[src/hdl/txs_pkg.sv]
`default_nettype none
package txs_pkg;

  // Serial command bytes.
  localparam logic [7:0] CMD_WRITE    = 8'h01;
  localparam logic [7:0] CMD_READ     = 8'h02;
  localparam logic [7:0] CMD_READ_END = 8'h00;

  // Device register file.
  localparam int         REG_COUNT     = 32;
  localparam logic [7:0] REG_RESET     = 8'h00;
  localparam logic [7:0] GEN_CFG_ADDR  = 8'h01;
  localparam int         BOOST_BIT     = 6;
  localparam logic [7:0] CLK_CTRL_ADDR = 8'h02;
  localparam int         DIV_LSB       = 0;
  localparam int         DIV_W         = 3;
  localparam int         CLK_SRC_BIT   = 3;
  localparam int         GP2_SEL_LSB   = 4;
  localparam int         GP2_SEL_W     = 2;

  // Clock output source and shared pin selections.
  localparam logic       CLK_SRC_DIV   = 1'b0;
  localparam logic [1:0] GP2_LOCK      = 2'h0;
  localparam logic [1:0] GP2_LOW       = 2'h1;
  localparam logic [1:0] GP2_HIGH      = 2'h2;
  localparam logic [1:0] GP2_CLOCK     = 2'h3;

  // Divide codes: 0 passes the clock to the clock output pin but divides by 16 on the shared pin, 1..4 divide by 2..16.
  localparam logic [2:0] DIV_BY_1      = 3'h0;
  localparam logic [2:0] DIV_BY_16     = 3'h4;

  // Host command port offsets and fields.
  localparam logic [2:0] HOST_CTRL     = 3'h0;
  localparam logic [2:0] HOST_TX       = 3'h1;
  localparam logic [2:0] HOST_RX       = 3'h2;
  localparam logic [2:0] HOST_STATUS   = 3'h3;
  localparam int         CTRL_SEL_BIT  = 0;
  localparam int         CTRL_FREQ_LSB = 1;
  localparam logic [7:0] HOST_RESET    = 8'h00;

  // Serial clock half period.
  localparam int         CORE_CLK_NS   = 10;
  localparam int         SCLK_HALF_NS  = 80;
  localparam int         SCLK_HALF_CYC = SCLK_HALF_NS / CORE_CLK_NS;

endpackage
`default_nettype wire

[src/hdl/txs_link_if.sv]
`timescale 1ns/1ns
`default_nettype none
interface txs_link_if;
  logic select_n_pin;
  logic serial_clock_pin;
  logic serial_in_pin;
  logic serial_out_gp2_pin;
  logic clock_out_pin;
  logic clock_out_drive_boost;
  logic freq_select_pin_hi;
  logic freq_select_pin_mid;
  logic freq_select_pin_lo;

  modport dev (
    input  select_n_pin,
    input  serial_clock_pin,
    input  serial_in_pin,
    input  freq_select_pin_hi,
    input  freq_select_pin_mid,
    input  freq_select_pin_lo,
    output serial_out_gp2_pin,
    output clock_out_pin,
    output clock_out_drive_boost
  );

  modport host (
    output select_n_pin,
    output serial_clock_pin,
    output serial_in_pin,
    output freq_select_pin_hi,
    output freq_select_pin_mid,
    output freq_select_pin_lo,
    input  serial_out_gp2_pin,
    input  clock_out_pin,
    input  clock_out_drive_boost
  );
endinterface
`default_nettype wire

[src/hdl/txs_dev.sv]
`timescale 1ns/1ns
`default_nettype none
module txs_dev
  import txs_pkg::*;
(
  input  wire logic       i_core_clk,
  input  wire logic       i_rst,
  txs_link_if.dev         link,
  input  wire logic       i_lock,
  output logic            o_serial_mode,
  output logic [7:0]      o_general_config
);

  typedef enum logic [2:0] {
    TXS_CMD,
    TXS_WR_ADDR,
    TXS_WR_DATA,
    TXS_RD_ADDR,
    TXS_SKIP
  } txs_state_t;

  //////////////////////////////////////////////////////////////////////////
  // Functions.

  // Register read with unmapped addresses answering zero.
  function automatic logic [7:0] reg_rd(
    input logic [7:0] regs [REG_COUNT],
    input logic [7:0] addr
  );
    logic [7:0] val;
    val = 8'h00;
    if (int'(addr) < REG_COUNT) begin
      val = regs[addr[4:0]];
    end
    return val;
  endfunction

  // Picks the divider bit for a divide code; codes above 4 act as 4 (divide by 16).
  function automatic logic div_bit(
    input logic [3:0] cnt,
    input logic [2:0] code
  );
    logic b;
    b = cnt[3];
    unique case (code)
      3'h1:    b = cnt[0];
      3'h2:    b = cnt[1];
      3'h3:    b = cnt[2];
      default: b = cnt[3];
    endcase
    return b;
  endfunction

  //////////////////////////////////////////////////////////////////////////
  // Pin synchronisers.

  localparam int SYNC_W = 7;

  logic [SYNC_W-1:0] sync1_r;
  logic [SYNC_W-1:0] sync2_r;
  logic              sclk_d_r;
  logic              cs_n_s;
  logic              sclk_s;
  logic              sdi_s;
  logic              lock_s;
  logic              serial_s;
  logic              sclk_rise;
  logic              sclk_fall;

  always_ff @(posedge i_core_clk or posedge i_rst) begin
    if (i_rst) begin
      sync1_r  <= 7'h01;
      sync2_r  <= 7'h01;
      sclk_d_r <= 1'b0;
    end else begin
      sync1_r  <= {i_lock, link.freq_select_pin_hi,
                   link.freq_select_pin_mid, link.freq_select_pin_lo,
                   link.serial_in_pin, link.serial_clock_pin,
                   link.select_n_pin};
      sync2_r  <= sync1_r;
      sclk_d_r <= sync2_r[1];
    end
  end

  assign cs_n_s    = sync2_r[0];
  assign sclk_s    = sync2_r[1];
  assign sdi_s     = sync2_r[2];
  assign lock_s    = sync2_r[6];
  assign serial_s  = (sync2_r[5:3] == 3'h0);
  assign sclk_rise = sclk_s & ~sclk_d_r;
  assign sclk_fall = ~sclk_s & sclk_d_r;

  //////////////////////////////////////////////////////////////////////////
  // Byte framing.

  logic       active;
  logic [2:0] bit_cnt_r;
  logic [6:0] rx_r;
  logic [7:0] rx_byte;
  logic       byte_done;

  assign active    = serial_s & ~cs_n_s;
  assign rx_byte   = {rx_r, sdi_s};
  assign byte_done = active & sclk_rise & (bit_cnt_r == 3'h7);

  // Bytes run back to back for as long as select stays low.
  always_ff @(posedge i_core_clk or posedge i_rst) begin
    if (i_rst) begin
      bit_cnt_r <= 3'h0;
      rx_r      <= 7'h00;
    end else if (!active) begin
      bit_cnt_r <= 3'h0;
    end else if (sclk_rise) begin
      bit_cnt_r <= bit_cnt_r + 3'h1;
      rx_r      <= rx_byte[6:0];
    end
  end

  //////////////////////////////////////////////////////////////////////////
  // Command decoding.

  txs_state_t state_r;
  logic [7:0] ptr_r;

  always_ff @(posedge i_core_clk or posedge i_rst) begin
    if (i_rst) begin
      state_r <= TXS_CMD;
    end else if (!active) begin
      state_r <= TXS_CMD;
    end else if (byte_done) begin
      unique case (state_r)
        TXS_CMD: begin
          if (rx_byte == CMD_WRITE) begin
            state_r <= TXS_WR_ADDR;
          end else if (rx_byte == CMD_READ) begin
            state_r <= TXS_RD_ADDR;
          end else begin
            state_r <= TXS_SKIP;
          end
        end
        TXS_WR_ADDR: state_r <= TXS_WR_DATA;
        TXS_WR_DATA: state_r <= TXS_WR_DATA;
        TXS_RD_ADDR: state_r <= TXS_RD_ADDR;
        TXS_SKIP:    state_r <= TXS_SKIP;
      endcase
    end
  end

  // Write pointer: loaded with the start address, then steps per byte.
  always_ff @(posedge i_core_clk or posedge i_rst) begin
    if (i_rst) begin
      ptr_r <= 8'h00;
    end else if (byte_done && state_r == TXS_WR_ADDR) begin
      ptr_r <= rx_byte;
    end else if (byte_done && state_r == TXS_WR_DATA) begin
      ptr_r <= ptr_r + 8'h01;
    end
  end

  //////////////////////////////////////////////////////////////////////////
  // Register file.

  logic [7:0] regs_r [REG_COUNT];
  logic [7:0] cfg;
  logic [7:0] ctl;

  always_ff @(posedge i_core_clk or posedge i_rst) begin
    if (i_rst) begin
      for (int i = 0; i < REG_COUNT; i++) begin
        regs_r[i] <= REG_RESET;
      end
    end else if (byte_done && state_r == TXS_WR_DATA &&
                 int'(ptr_r) < REG_COUNT) begin
      regs_r[ptr_r[4:0]] <= rx_byte;
    end
  end

  assign cfg = reg_rd(regs_r, GEN_CFG_ADDR);
  assign ctl = reg_rd(regs_r, CLK_CTRL_ADDR);

  //////////////////////////////////////////////////////////////////////////
  // Read data shifter.

  logic [7:0] tx_r;

  // A byte loaded at the end of input byte n goes out during byte n+1,
  // so the command and first address bytes answer with filler.
  always_ff @(posedge i_core_clk or posedge i_rst) begin
    if (i_rst) begin
      tx_r <= 8'h00;
    end else if (!active) begin
      tx_r <= 8'h00;
    end else if (byte_done) begin
      if (state_r == TXS_RD_ADDR) begin
        tx_r <= reg_rd(regs_r, rx_byte);
      end else begin
        tx_r <= 8'h00;
      end
    end else if (sclk_fall && bit_cnt_r != 3'h0) begin
      tx_r <= {tx_r[6:0], 1'b0};
    end
  end

  //////////////////////////////////////////////////////////////////////////
  // Clock divider and output pins.

  logic [3:0] div_cnt_r;
  logic [3:0] div_cnt_nxt;
  logic       div_clk_r;
  logic       clk_bypass_r;
  logic       clk_out_r;
  logic       gp2_r;
  logic       boost_r;
  logic       gp2_sel_val;
  logic [2:0] div_code;

  assign div_cnt_nxt = div_cnt_r + 4'h1;
  assign div_code    = ctl[DIV_LSB +: DIV_W];

  always_ff @(posedge i_core_clk or posedge i_rst) begin
    if (i_rst) begin
      div_cnt_r <= 4'h0;
      div_clk_r <= 1'b0;
    end else begin
      div_cnt_r <= div_cnt_nxt;
      div_clk_r <= div_bit(div_cnt_nxt, div_code);
    end
  end

  always_comb begin
    unique case (ctl[GP2_SEL_LSB +: GP2_SEL_W])
      GP2_LOCK:  gp2_sel_val = lock_s;
      GP2_LOW:   gp2_sel_val = 1'b0;
      GP2_HIGH:  gp2_sel_val = 1'b1;
      GP2_CLOCK: gp2_sel_val = div_clk_r;
    endcase
  end

  always_ff @(posedge i_core_clk or posedge i_rst) begin
    if (i_rst) begin
      clk_out_r    <= 1'b0;
      clk_bypass_r <= 1'b0;
      boost_r      <= 1'b0;
    end else if (!serial_s) begin
      clk_out_r    <= lock_s;
      clk_bypass_r <= 1'b0;
      boost_r      <= 1'b0;
    end else begin
      if (ctl[CLK_SRC_BIT] == CLK_SRC_DIV) begin
        clk_out_r <= div_clk_r;
      end else begin
        clk_out_r <= lock_s;
      end
      clk_bypass_r <= (ctl[CLK_SRC_BIT] == CLK_SRC_DIV) &&
                      (div_code == DIV_BY_1);
      boost_r      <= cfg[BOOST_BIT];
    end
  end

  // The shared pin is held low in manual mode, where it is not an output.
  always_ff @(posedge i_core_clk or posedge i_rst) begin
    if (i_rst) begin
      gp2_r <= 1'b0;
    end else if (!serial_s) begin
      gp2_r <= 1'b0;
    end else if (!cs_n_s) begin
      gp2_r <= tx_r[7];
    end else begin
      gp2_r <= gp2_sel_val;
    end
  end

  always_ff @(posedge i_core_clk or posedge i_rst) begin
    if (i_rst) begin
      o_serial_mode    <= 1'b0;
      o_general_config <= 8'h00;
    end else begin
      o_serial_mode    <= serial_s;
      o_general_config <= cfg;
    end
  end

  // Divide by one passes the clock itself; switching into or out of it
  // may leave one short pulse on the pin.
  assign link.clock_out_pin         = clk_bypass_r ? i_core_clk : clk_out_r;
  assign link.serial_out_gp2_pin    = gp2_r;
  assign link.clock_out_drive_boost = boost_r;

endmodule
`default_nettype wire

[src/flat_wrapper.sv]
// flat-port wrapper written by rule: the top's interface ports become plain ports
module txs_dev_flat import txs_pkg::*;
  (i_core_clk, i_rst, i_lock, o_serial_mode, o_general_config, link_select_n_pin, link_serial_clock_pin, link_serial_in_pin, link_freq_select_pin_hi, link_freq_select_pin_mid, link_freq_select_pin_lo, link_serial_out_gp2_pin, link_clock_out_pin, link_clock_out_drive_boost);
  txs_link_if link_i ();
  input  wire logic i_core_clk;
  input  wire logic i_rst;
  input  wire logic i_lock;
  output logic o_serial_mode;
  output logic [7:0] o_general_config;
  input wire logic [$bits(link_i.select_n_pin)-1:0] link_select_n_pin;
  input wire logic [$bits(link_i.serial_clock_pin)-1:0] link_serial_clock_pin;
  input wire logic [$bits(link_i.serial_in_pin)-1:0] link_serial_in_pin;
  input wire logic [$bits(link_i.freq_select_pin_hi)-1:0] link_freq_select_pin_hi;
  input wire logic [$bits(link_i.freq_select_pin_mid)-1:0] link_freq_select_pin_mid;
  input wire logic [$bits(link_i.freq_select_pin_lo)-1:0] link_freq_select_pin_lo;
  output wire logic [$bits(link_i.serial_out_gp2_pin)-1:0] link_serial_out_gp2_pin;
  output wire logic [$bits(link_i.clock_out_pin)-1:0] link_clock_out_pin;
  output wire logic [$bits(link_i.clock_out_drive_boost)-1:0] link_clock_out_drive_boost;
  assign link_i.select_n_pin = link_select_n_pin;
  assign link_i.serial_clock_pin = link_serial_clock_pin;
  assign link_i.serial_in_pin = link_serial_in_pin;
  assign link_i.freq_select_pin_hi = link_freq_select_pin_hi;
  assign link_i.freq_select_pin_mid = link_freq_select_pin_mid;
  assign link_i.freq_select_pin_lo = link_freq_select_pin_lo;
  assign link_serial_out_gp2_pin = link_i.serial_out_gp2_pin;
  assign link_clock_out_pin = link_i.clock_out_pin;
  assign link_clock_out_drive_boost = link_i.clock_out_drive_boost;
  txs_dev u_core (.i_core_clk(i_core_clk), .i_rst(i_rst), .link(link_i), .i_lock(i_lock), .o_serial_mode(o_serial_mode), .o_general_config(o_general_config));
endmodule
[config.mk]
export PLATFORM = sky130hd
export DESIGN_NAME = txs_dev_flat
export DESIGN_NICKNAME = d
export VERILOG_FILES = /design/src/hdl/txs_pkg.sv /design/src/hdl/txs_link_if.sv /design/src/hdl/txs_dev.sv /design/src/flat_wrapper.sv
export SDC_FILE = /design/constraint.sdc
export NUM_CORES = 1
export LEC_CHECK = 0
export BUFFER_PORTS_ARGS = -buffer_cell sky130_fd_sc_hd__buf_2
export CORE_MARGIN = 2
export CORE_UTILIZATION = 47
export DETAILED_ROUTE_END_ITERATION = 7
export GPL_TIMING_DRIVEN = 0
export HOLD_SLACK_MARGIN = 0.03
export SLEW_MARGIN = 40
export SYNTH_ARGS = -nofsm -noshare
export SYNTH_HDL_FRONTEND = slang
export SYNTH_SLANG_ARGS = --single-unit
[constraint.sdc]
create_clock -name i_core_clk -period 15.55 [get_ports i_core_clk]
set_input_delay 3.11 -clock i_core_clk [delete_from_list [all_inputs] [get_ports i_core_clk]]
set_output_delay 3.11 -clock i_core_clk [all_outputs]
set_load 0.02 [all_outputs]
# [Word-level counts from Yosys, hierarchy flattened]
# Cells that the tools add are included.
[totals] regBits=318 out_inout_bits=12
[op_classes] add_sub_neg=3 magnitude_cmp=5 n_eq_ne=16 n_mux=29 bitwise=11 n_reduce_logical=14
[ops] cell="bitwise mux 256 bit" n=1
[ops] cell="2-to-1 mux 8 bit" n=10
[ops] cell="binary-select mux 8 bit (select 5 bit)" n=1
[ops] cell="demux 8 bit (select 5 bit)" n=1
[ops] cell="2-to-1 mux 3 bit" n=6
[ops] cell="less-than comparator 8 x 6 -> 1 bit (second input constant)" n=2
[ops] cell="== test 3 x 2 -> 1 bit (second input constant)" n=4
[ops] cell=">= comparator 6 bit (second input constant)" n=2
[ops] cell="inverter 5 -> 6 bit" n=2
[ops] cell="one-hot mux 3 bit (4 select lines)" n=1
[ops] cell="zero test 3 bit" n=3
[ops] cell="adder 8 x 1 -> 8 bit (second input constant)" n=1
[ops] cell="== test 8 x 1 -> 1 bit (second input constant)" n=1
[ops] cell="== test 8 x 2 -> 1 bit (second input constant)" n=1
[ops] cell="2-to-1 mux 1 bit" n=7
[ops] cell="== test 3 x 1 -> 1 bit (second input constant)" n=2
[ops] cell="== test 3 bit (second input constant)" n=2
[ops] cell="logical AND 1 bit" n=6
[ops] cell="less-than comparator 6 x 1 -> 1 bit (second input constant)" n=1
[ops] cell="bitwise AND 1 bit" n=5
[ops] cell="adder 4 x 1 -> 4 bit (second input constant)" n=1
[ops] cell="== test 2 bit (second input constant)" n=2
[ops] cell="inverter 1 bit" n=4
[ops] cell="one-hot mux 1 bit (4 select lines)" n=1
[ops] cell="11 further kinds" n=11

# [Logic depth before layout (Yosys ltp)]
# Gate-level depths: netlist of the first run.
[depth] ltp_word=8 depth_mapped=9 ltp_nobuf=7

==> flow_summary.json, run 1 <==
{
  "power-per-cell-area_nw_per_um2": 112,
  "holdBufCountCts": 0,
  "ant_nets": 0,
  "via_per_inst": 5.85,
  "clkTransAtPathRegs_ns": 0.05,
  "clk_latency_ns": 0.64,
  "grt_usage_pct": 23.9,
  "netlist_area_um2": 14700,
  "clock_skew_ns": 0.0177,
  "synth_edf_count": 0,
  "hpwl_um": 25900,
  "grt_pass1_vias": 9466,
  "wl_per_cell_um": 24.7,
  "avgSynthCellArea_um2": 14.1,
  "ys_ff_latch": 318,
  "rows": 64,
  "relSlewSlack_pct": 45.1,
  "cp-startpoint": "i_core_clk",
  "initial_core_util_pct": 47.9,
  "r2r_cells": 9,
  "cap_violations": 0,
  "drc": 0,
  "dieArea_um2": 32700,
  "io_pins": 21,
  "grt-ovfl-total": 0,
  "synth-main-ff-cell": "dfrtp_1",
  "grt_max_degree": 78,
  "timing.rr.end": "u_core.tx_r[1]",
  "r2r_slack_ns": 12.48,
  "top_usage_layer": "met2",
  "cp.arrival_ns": 8.42,
  "area_growth_pct": 14.6,
  "outcome": "complete, no violations",
  "setup_viol": 0,
  "cp-start-kind": "clock port",
  "cpMostUsedCell": "clkbuf_16",
  "synth_top_cell_area_share_pct": 53.8,
  "ys_warn_count": 0,
  "routed_wl_um": 38100,
  "seqCellArea_um2": 7960,
  "grt_util_met2_pct": 35.8,
  "fp.dieW_um": 181,
  "coreArea_um2": 30700,
  "die_y_um": 181,
  "hold_class": "flip-flop to flip-flop",
  "path_cells": "clkbuf_16 > clkbuf_16 > mux2_2 > buf_2",
  "grt_pass1_wl_um": 58800,
  "vias": 9011,
  "crit_type": "clock port to output port",
  "peakVddDrop_v": 0.0000817,
  "fill_cells": 2509,
  "drt_iter0_drc": 666,
  "cpPeakStageDelay_ns": 0.25,
  "end_kind": "output port",
  "rsz0062_at_grt": "no",
  "netlist_instances": 1046,
  "power_leakage_uw": 0.00806,
  "fin_util_pct": 54.9,
  "cp_max_fo": 2,
  "ys_async_sr_fraction_pct": 100,
  "yosysSeqAreaShare_pct": 54.1,
  "drive_above_1_share_pct": 40.6,
  "post_cts_buffers": 0,
  "r2r-start": "u_core.sync2_r[2]",
  "ys_top_cells_by_area": "dfrtp_1 (54%), mux2_2 (19%), mux4_2 (6.0%)",
  "place.gp.congestion": 0.827,
  "grt_use_met1_pct": 34.3,
  "dpl_cell_area_um2": 15500,
  "crit_slowest_cell": "mux2_2",
  "ctsResizeCount": 0,
  "slew_viol_final": 0,
  "synth.largest_area_cell": "dfrtp_1",
  "power_uw": 1890,
  "fin_area_um2": 16800,
  "synth_fp_nets": 1063,
  "port_buffers": 20,
  "cts_tree": "done",
  "grt_antenna_before_repair": 1,
  "grt.met3_usage_pct": 5.20,
  "hold_viol_final": 0,
  "required_ns": 12.44,
  "final_nets": 1132,
  "synth.distinct_cells": 63,
  "worst_pin_slew_ns": 0.824,
  "first_pass_iters": 5,
  "multiInputGateArea_um2": 6390,
  "endpoint": "link_clock_out_pin"
}
## layer usage
layer	wire length (um)	vias up
li1	-	3986
met1	17600	4713
met2	17100	241
met3	2150	71
met4	1290	0
met5	0	-
## power breakdown
part           switching, uW  internal (uW)
combinational           78.4           28.4
clock                    360            588
sequential              2.80            831
total                    441           1450
## cell usage after synthesis, types with 3 or more instances
cell,number
a211oi_1,7
a21oi_1,23
a221o_1,5
a31o_2,7
a31oi_1,4
a32oi_1,7
and2_1,3
and3b_1,3
buf_1,6
buf_2,14
buf_4,4
clkbuf_1,49
dfrtp_1,316
ha_1,8
inv_1,11
mux2_1,7
mux2_2,253
mux2_4,8
mux2i_1,49
mux4_2,39
nand2_1,35
nand2b_1,4
nand3_1,10
nand3_2,7
nor2_1,30
nor2_4,12
nor2_8,4
nor2b_1,18
nor3_1,6
nor3b_1,3
nor4_1,3
o21ai_0,30
o221ai_1,7
o22ai_1,7
or2_1,3
xnor2_1,5
xor2_1,3
## cells in the final DEF, fill, tap and decap left out, drive strengths merged, types with 3 or more instances in the layout
master	instances
dfrtp	316
mux2	268
clkbuf	106
buf	52
mux2i	49
nor2	46
mux4	39
nand2	36
o21ai	30
a21oi	23
nor2b	18
nand3	17
inv	14
ha	8
nor3	8
a211oi	7
o221ai	7
a32oi	7
a31o	7
o22ai	7
clkinv	7
xnor2	5
a221o	5
nor4	5
a31oi	4
nand2b	4
or2	4
and3b	3
and2	3
nor3b	3
xor2	3
bufinv	3
## critical path, delay by kind of cell
family	cells	cell delay, ns
buffers and inverters	3	0.40
multiplexers	1	0.25
## state kept, by name (all words and copies together) (netlist names), 7 cells and up
name	count
u_core.regs_r	240
u_core.ptr_r	8
u_core.sync2_r	7
u_core.tx_r	8
u_core.cfg	8
u_core.ctl	8
u_core.o_general_config	8
u_core.rx_r	7
u_core.sync1_r	7
## area by class of cell
cell class                 count  area share, %
clock inverter                14           1.07
antenna                        1         0.0149
clock buffer                  58           7.13
multi-input combinational    642           37.9
inverter                      12          0.312
timing repair buffer          26           1.46
sequential                   318           47.2
tap                          396           2.94
buffer                        74           1.92
## cell families after synthesis
| kind of cell | count (synthesis) | synth area share (%) |
|---|---|---|
| AOI/OAI and AO/OA | 114 | 5.25 |
| xor gates and xnor gates | 8 | 0.477 |
| adders and majority gates | 8 | 0.681 |
| buffers and inverters | 86 | 2.47 |
| DFF | 318 | 54.1 |
| muxes | 356 | 30.0 |
| and+or+nand+nor | 156 | 6.93 |
## through the flow
stage | setup TNS, ns | hold WS, ns | worst slack [ns] | cells
after floorplan | 0 | 0.331 | 3.64 | 1046
after global placement | -18.32 | 0.334 | -0.0760 | 1462
after detailed placement | 0 | 0.335 | 4.28 | 1467
after CTS | 0 | 0.347 | 4.01 | 1538
after global routing | 0 | 0.363 | 3.99 | 1540
final | 0 | 0.347 | 4.02 | 1541
## worst min-delay path by stage
stage | start | to | slack [ns] | cells past startpoint
2_1_floorplan | u_core.sync1_r[1] | u_core.sync2_r[1] | 0.33 | 0
3_3_place_gp | u_core.sync1_r[3] | u_core.sync2_r[3] | 0.33 | 0
3_5_place_dp | u_core.sync1_r[1] | u_core.sync2_r[1] | 0.33 | 0
4_1_cts | u_core.sync1_r[6] | u_core.sync2_r[6] | 0.35 | 0
5_1_grt | u_core.sync1_r[5] | u_core.sync2_r[5] | 0.36 | 0
6_report | u_core.sync1_r[6] | u_core.sync2_r[6] | 0.35 | 0
No activity file was read; power rests on OpenSTA's default activity.
==> inputs of run 2 (changes only) <==
==> constraint.sdc (replaced) <==
create_clock -name i_core_clk -period 10.9 [get_ports i_core_clk]
set_input_delay 2.18 -clock i_core_clk [delete_from_list [all_inputs] [get_ports i_core_clk]]
set_output_delay 2.18 -clock i_core_clk [all_outputs]
set_load 0.02 [all_outputs]
==> run 2 against run 1 <==
Net effect: critical path depth unchanged; count of clock-buffer cells in the layout decreased by 3; non-clock buffer count increased by 8; largest power group unchanged; global-route usage increased by 0.19 points; power increased by 38%; setup slack got worse by 1.4 ns.
==> flow_summary.json, run 2 (synthesis results as in run 1) <==
{
  "rsz0062_at_grt": "no",
  "comb_power_share_pct": 6.2,
  "power_leakage_uw": 0.00809,
  "insertedDiodeCount": 0,
  "dieArea_um2": 32700,
  "first_pass_iters": 5,
  "final_nets": 1139,
  "end_kind": "output port",
  "slew_viol_final": 0,
  "drt_iter0_drc": 677,
  "cp.arrival_ns": 6.10,
  "io_pins": 21,
  "wl_per_cell_um": 24.8,
  "cap_violations": 0,
  "top_register": "u_core.regs_r",
  "drc": 0,
  "hpwl_um": 26700,
  "peakVddDrop_v": 0.000104,
  "power-per-cell-area_nw_per_um2": 155,
  "final_cell_mix": "dfrtp_1 (316), mux2_2 (253), clkbuf_1 (54)",
  "cp-startpoint": "i_core_clk",
  "clkTransAtPathRegs_ns": 0.06,
  "hold_class": "flip-flop to flip-flop",
  "grt_pass1_vias": 9306,
  "cp_max_fo": 2,
  "clock_skew_ns": 0.0202,
  "ant_nets": 0,
  "setup_viol": 0,
  "relSlewSlack_pct": 40.6,
  "required_ns": 8.72,
  "die_y_um": 181,
  "fin_area_um2": 16900,
  "vias": 9108,
  "grt_usage_pct": 24.1,
  "r2r_cells": 9,
  "timing.rr.end": "u_core.tx_r[1]",
  "post_cts_buffers": 0,
  "clk_latency_ns": 0.64,
  "hold_viol_final": 0,
  "final_common_cell": "dfrtp_1",
  "p_int_uw": 2000,
  "grt-ovfl-total": 0,
  "p_switching_uw": 612,
  "port_buffers": 20,
  "via_per_inst": 5.91,
  "r2r-start": "u_core.sync2_r[2]",
  "worst_slack_ns": 2.62,
  "rows": 64,
  "hold-path-endpoint": "u_core.sync2_r[6]",
  "routed_wl_um": 38200,
  "r2r_slack_ns": 7.76,
  "holdBufCountCts": 0,
  "fin_tns_setup_ns": 0,
  "place_ws_ns": 2.88,
  "clkPwrFrac_pct": 48.3,
  "dpl_cell_area_um2": 15600,
  "initial_core_util_pct": 47.9,
  "cts_tree": "done",
  "min-delay-start": "u_core.sync1_r[6]",
  "drive_above_1_share_pct": 40.5,
  "place.gp.congestion": 0.876,
  "largest_register_ffs": 240,
  "area_growth_pct": 15.1,
  "worst_pin_slew_ns": 0.888,
  "coreArea_um2": 30700,
  "ctsResizeCount": 0,
  "fin_util_pct": 55.2,
  "outcome": "complete, no violations",
  "grt_antenna_before_repair": 1,
  "sequentialPowerShare_pct": 45.5,
  "crit_type": "clock port to output port",
  "swShare_pct": 23.4,
  "grt_max_degree": 26,
  "min_path_cells": 0,
  "grt_pass1_wl_um": 59200,
  "fp.dieW_um": 181,
  "cp-start-kind": "clock port"
}
==> run 2: area by class of cell <==
cell class / count / area [um^2]
Clock buffer: 55 / 1130
Clock inverter: 11 / 144
Buffer: 74 / 325
Tap cell: 396 / 495
Inverter: 12 / 48.8
Multi-Input combinational cell: 642 / 6380
Sequential cell: 318 / 7960
Timing Repair Buffer: 34 / 443
Fill cell: 2531 / 13700
==> run 2: per-stage QoR <==
step / total power [uW] / hold WS, ns / std cells
detailed placement: 1380 / 0.336 / 1476
floorplan: 1300 / 0.331 / 1046
global route: 2700 / 0.365 / 1542
CTS: 2640 / 0.350 / 1541
finish: 2610 / 0.347 / 1542
global placement: 1360 / 0.333 / 1462
==> run 2: worst max-delay path, cell delays in order <==
cell and delay (ns):
clkbuf_16 0.12, clkbuf_16 0.12, mux2_2 0.25, buf_2 0.16
==> run 2: routing by layer <==
layer	vias to the layer above	wire [um]	GRT usage (%)
met5	-	0	0
met4	0	1030	6.94
met3	66	2250	5.22
met2	237	17600	36.8
met1	4805	17400	34.7
li1	4000	-	-
==> run 2: worst max path at each step <==
| stage | to | slack (ns) | cells past startpoint |
|---|---|---|---|
| finish | link_clock_out_pin | 2.62 | 4 |
| global route | link_clock_out_pin | 2.61 | 4 |
| detailed placement | link_clock_out_pin | 2.88 | 2 |
| floorplan | link_clock_out_pin | 2.96 | 1 |
| CTS | link_clock_out_pin | 2.62 | 4 |
| global placement | u_core.state_r[0] | 2.46 | 2 |
==> run 2: power groups by stage <==
stage	clock, uW	combinational (uW)	sequential (uW)
3_5_place_dp	2.42	163	1210
6_report	1260	161	1190
2_1_floorplan	1.86	88.5	1210
5_1_grt	1340	174	1190
4_1_cts	1290	163	1190
3_3_place_gp	2.42	147	1210
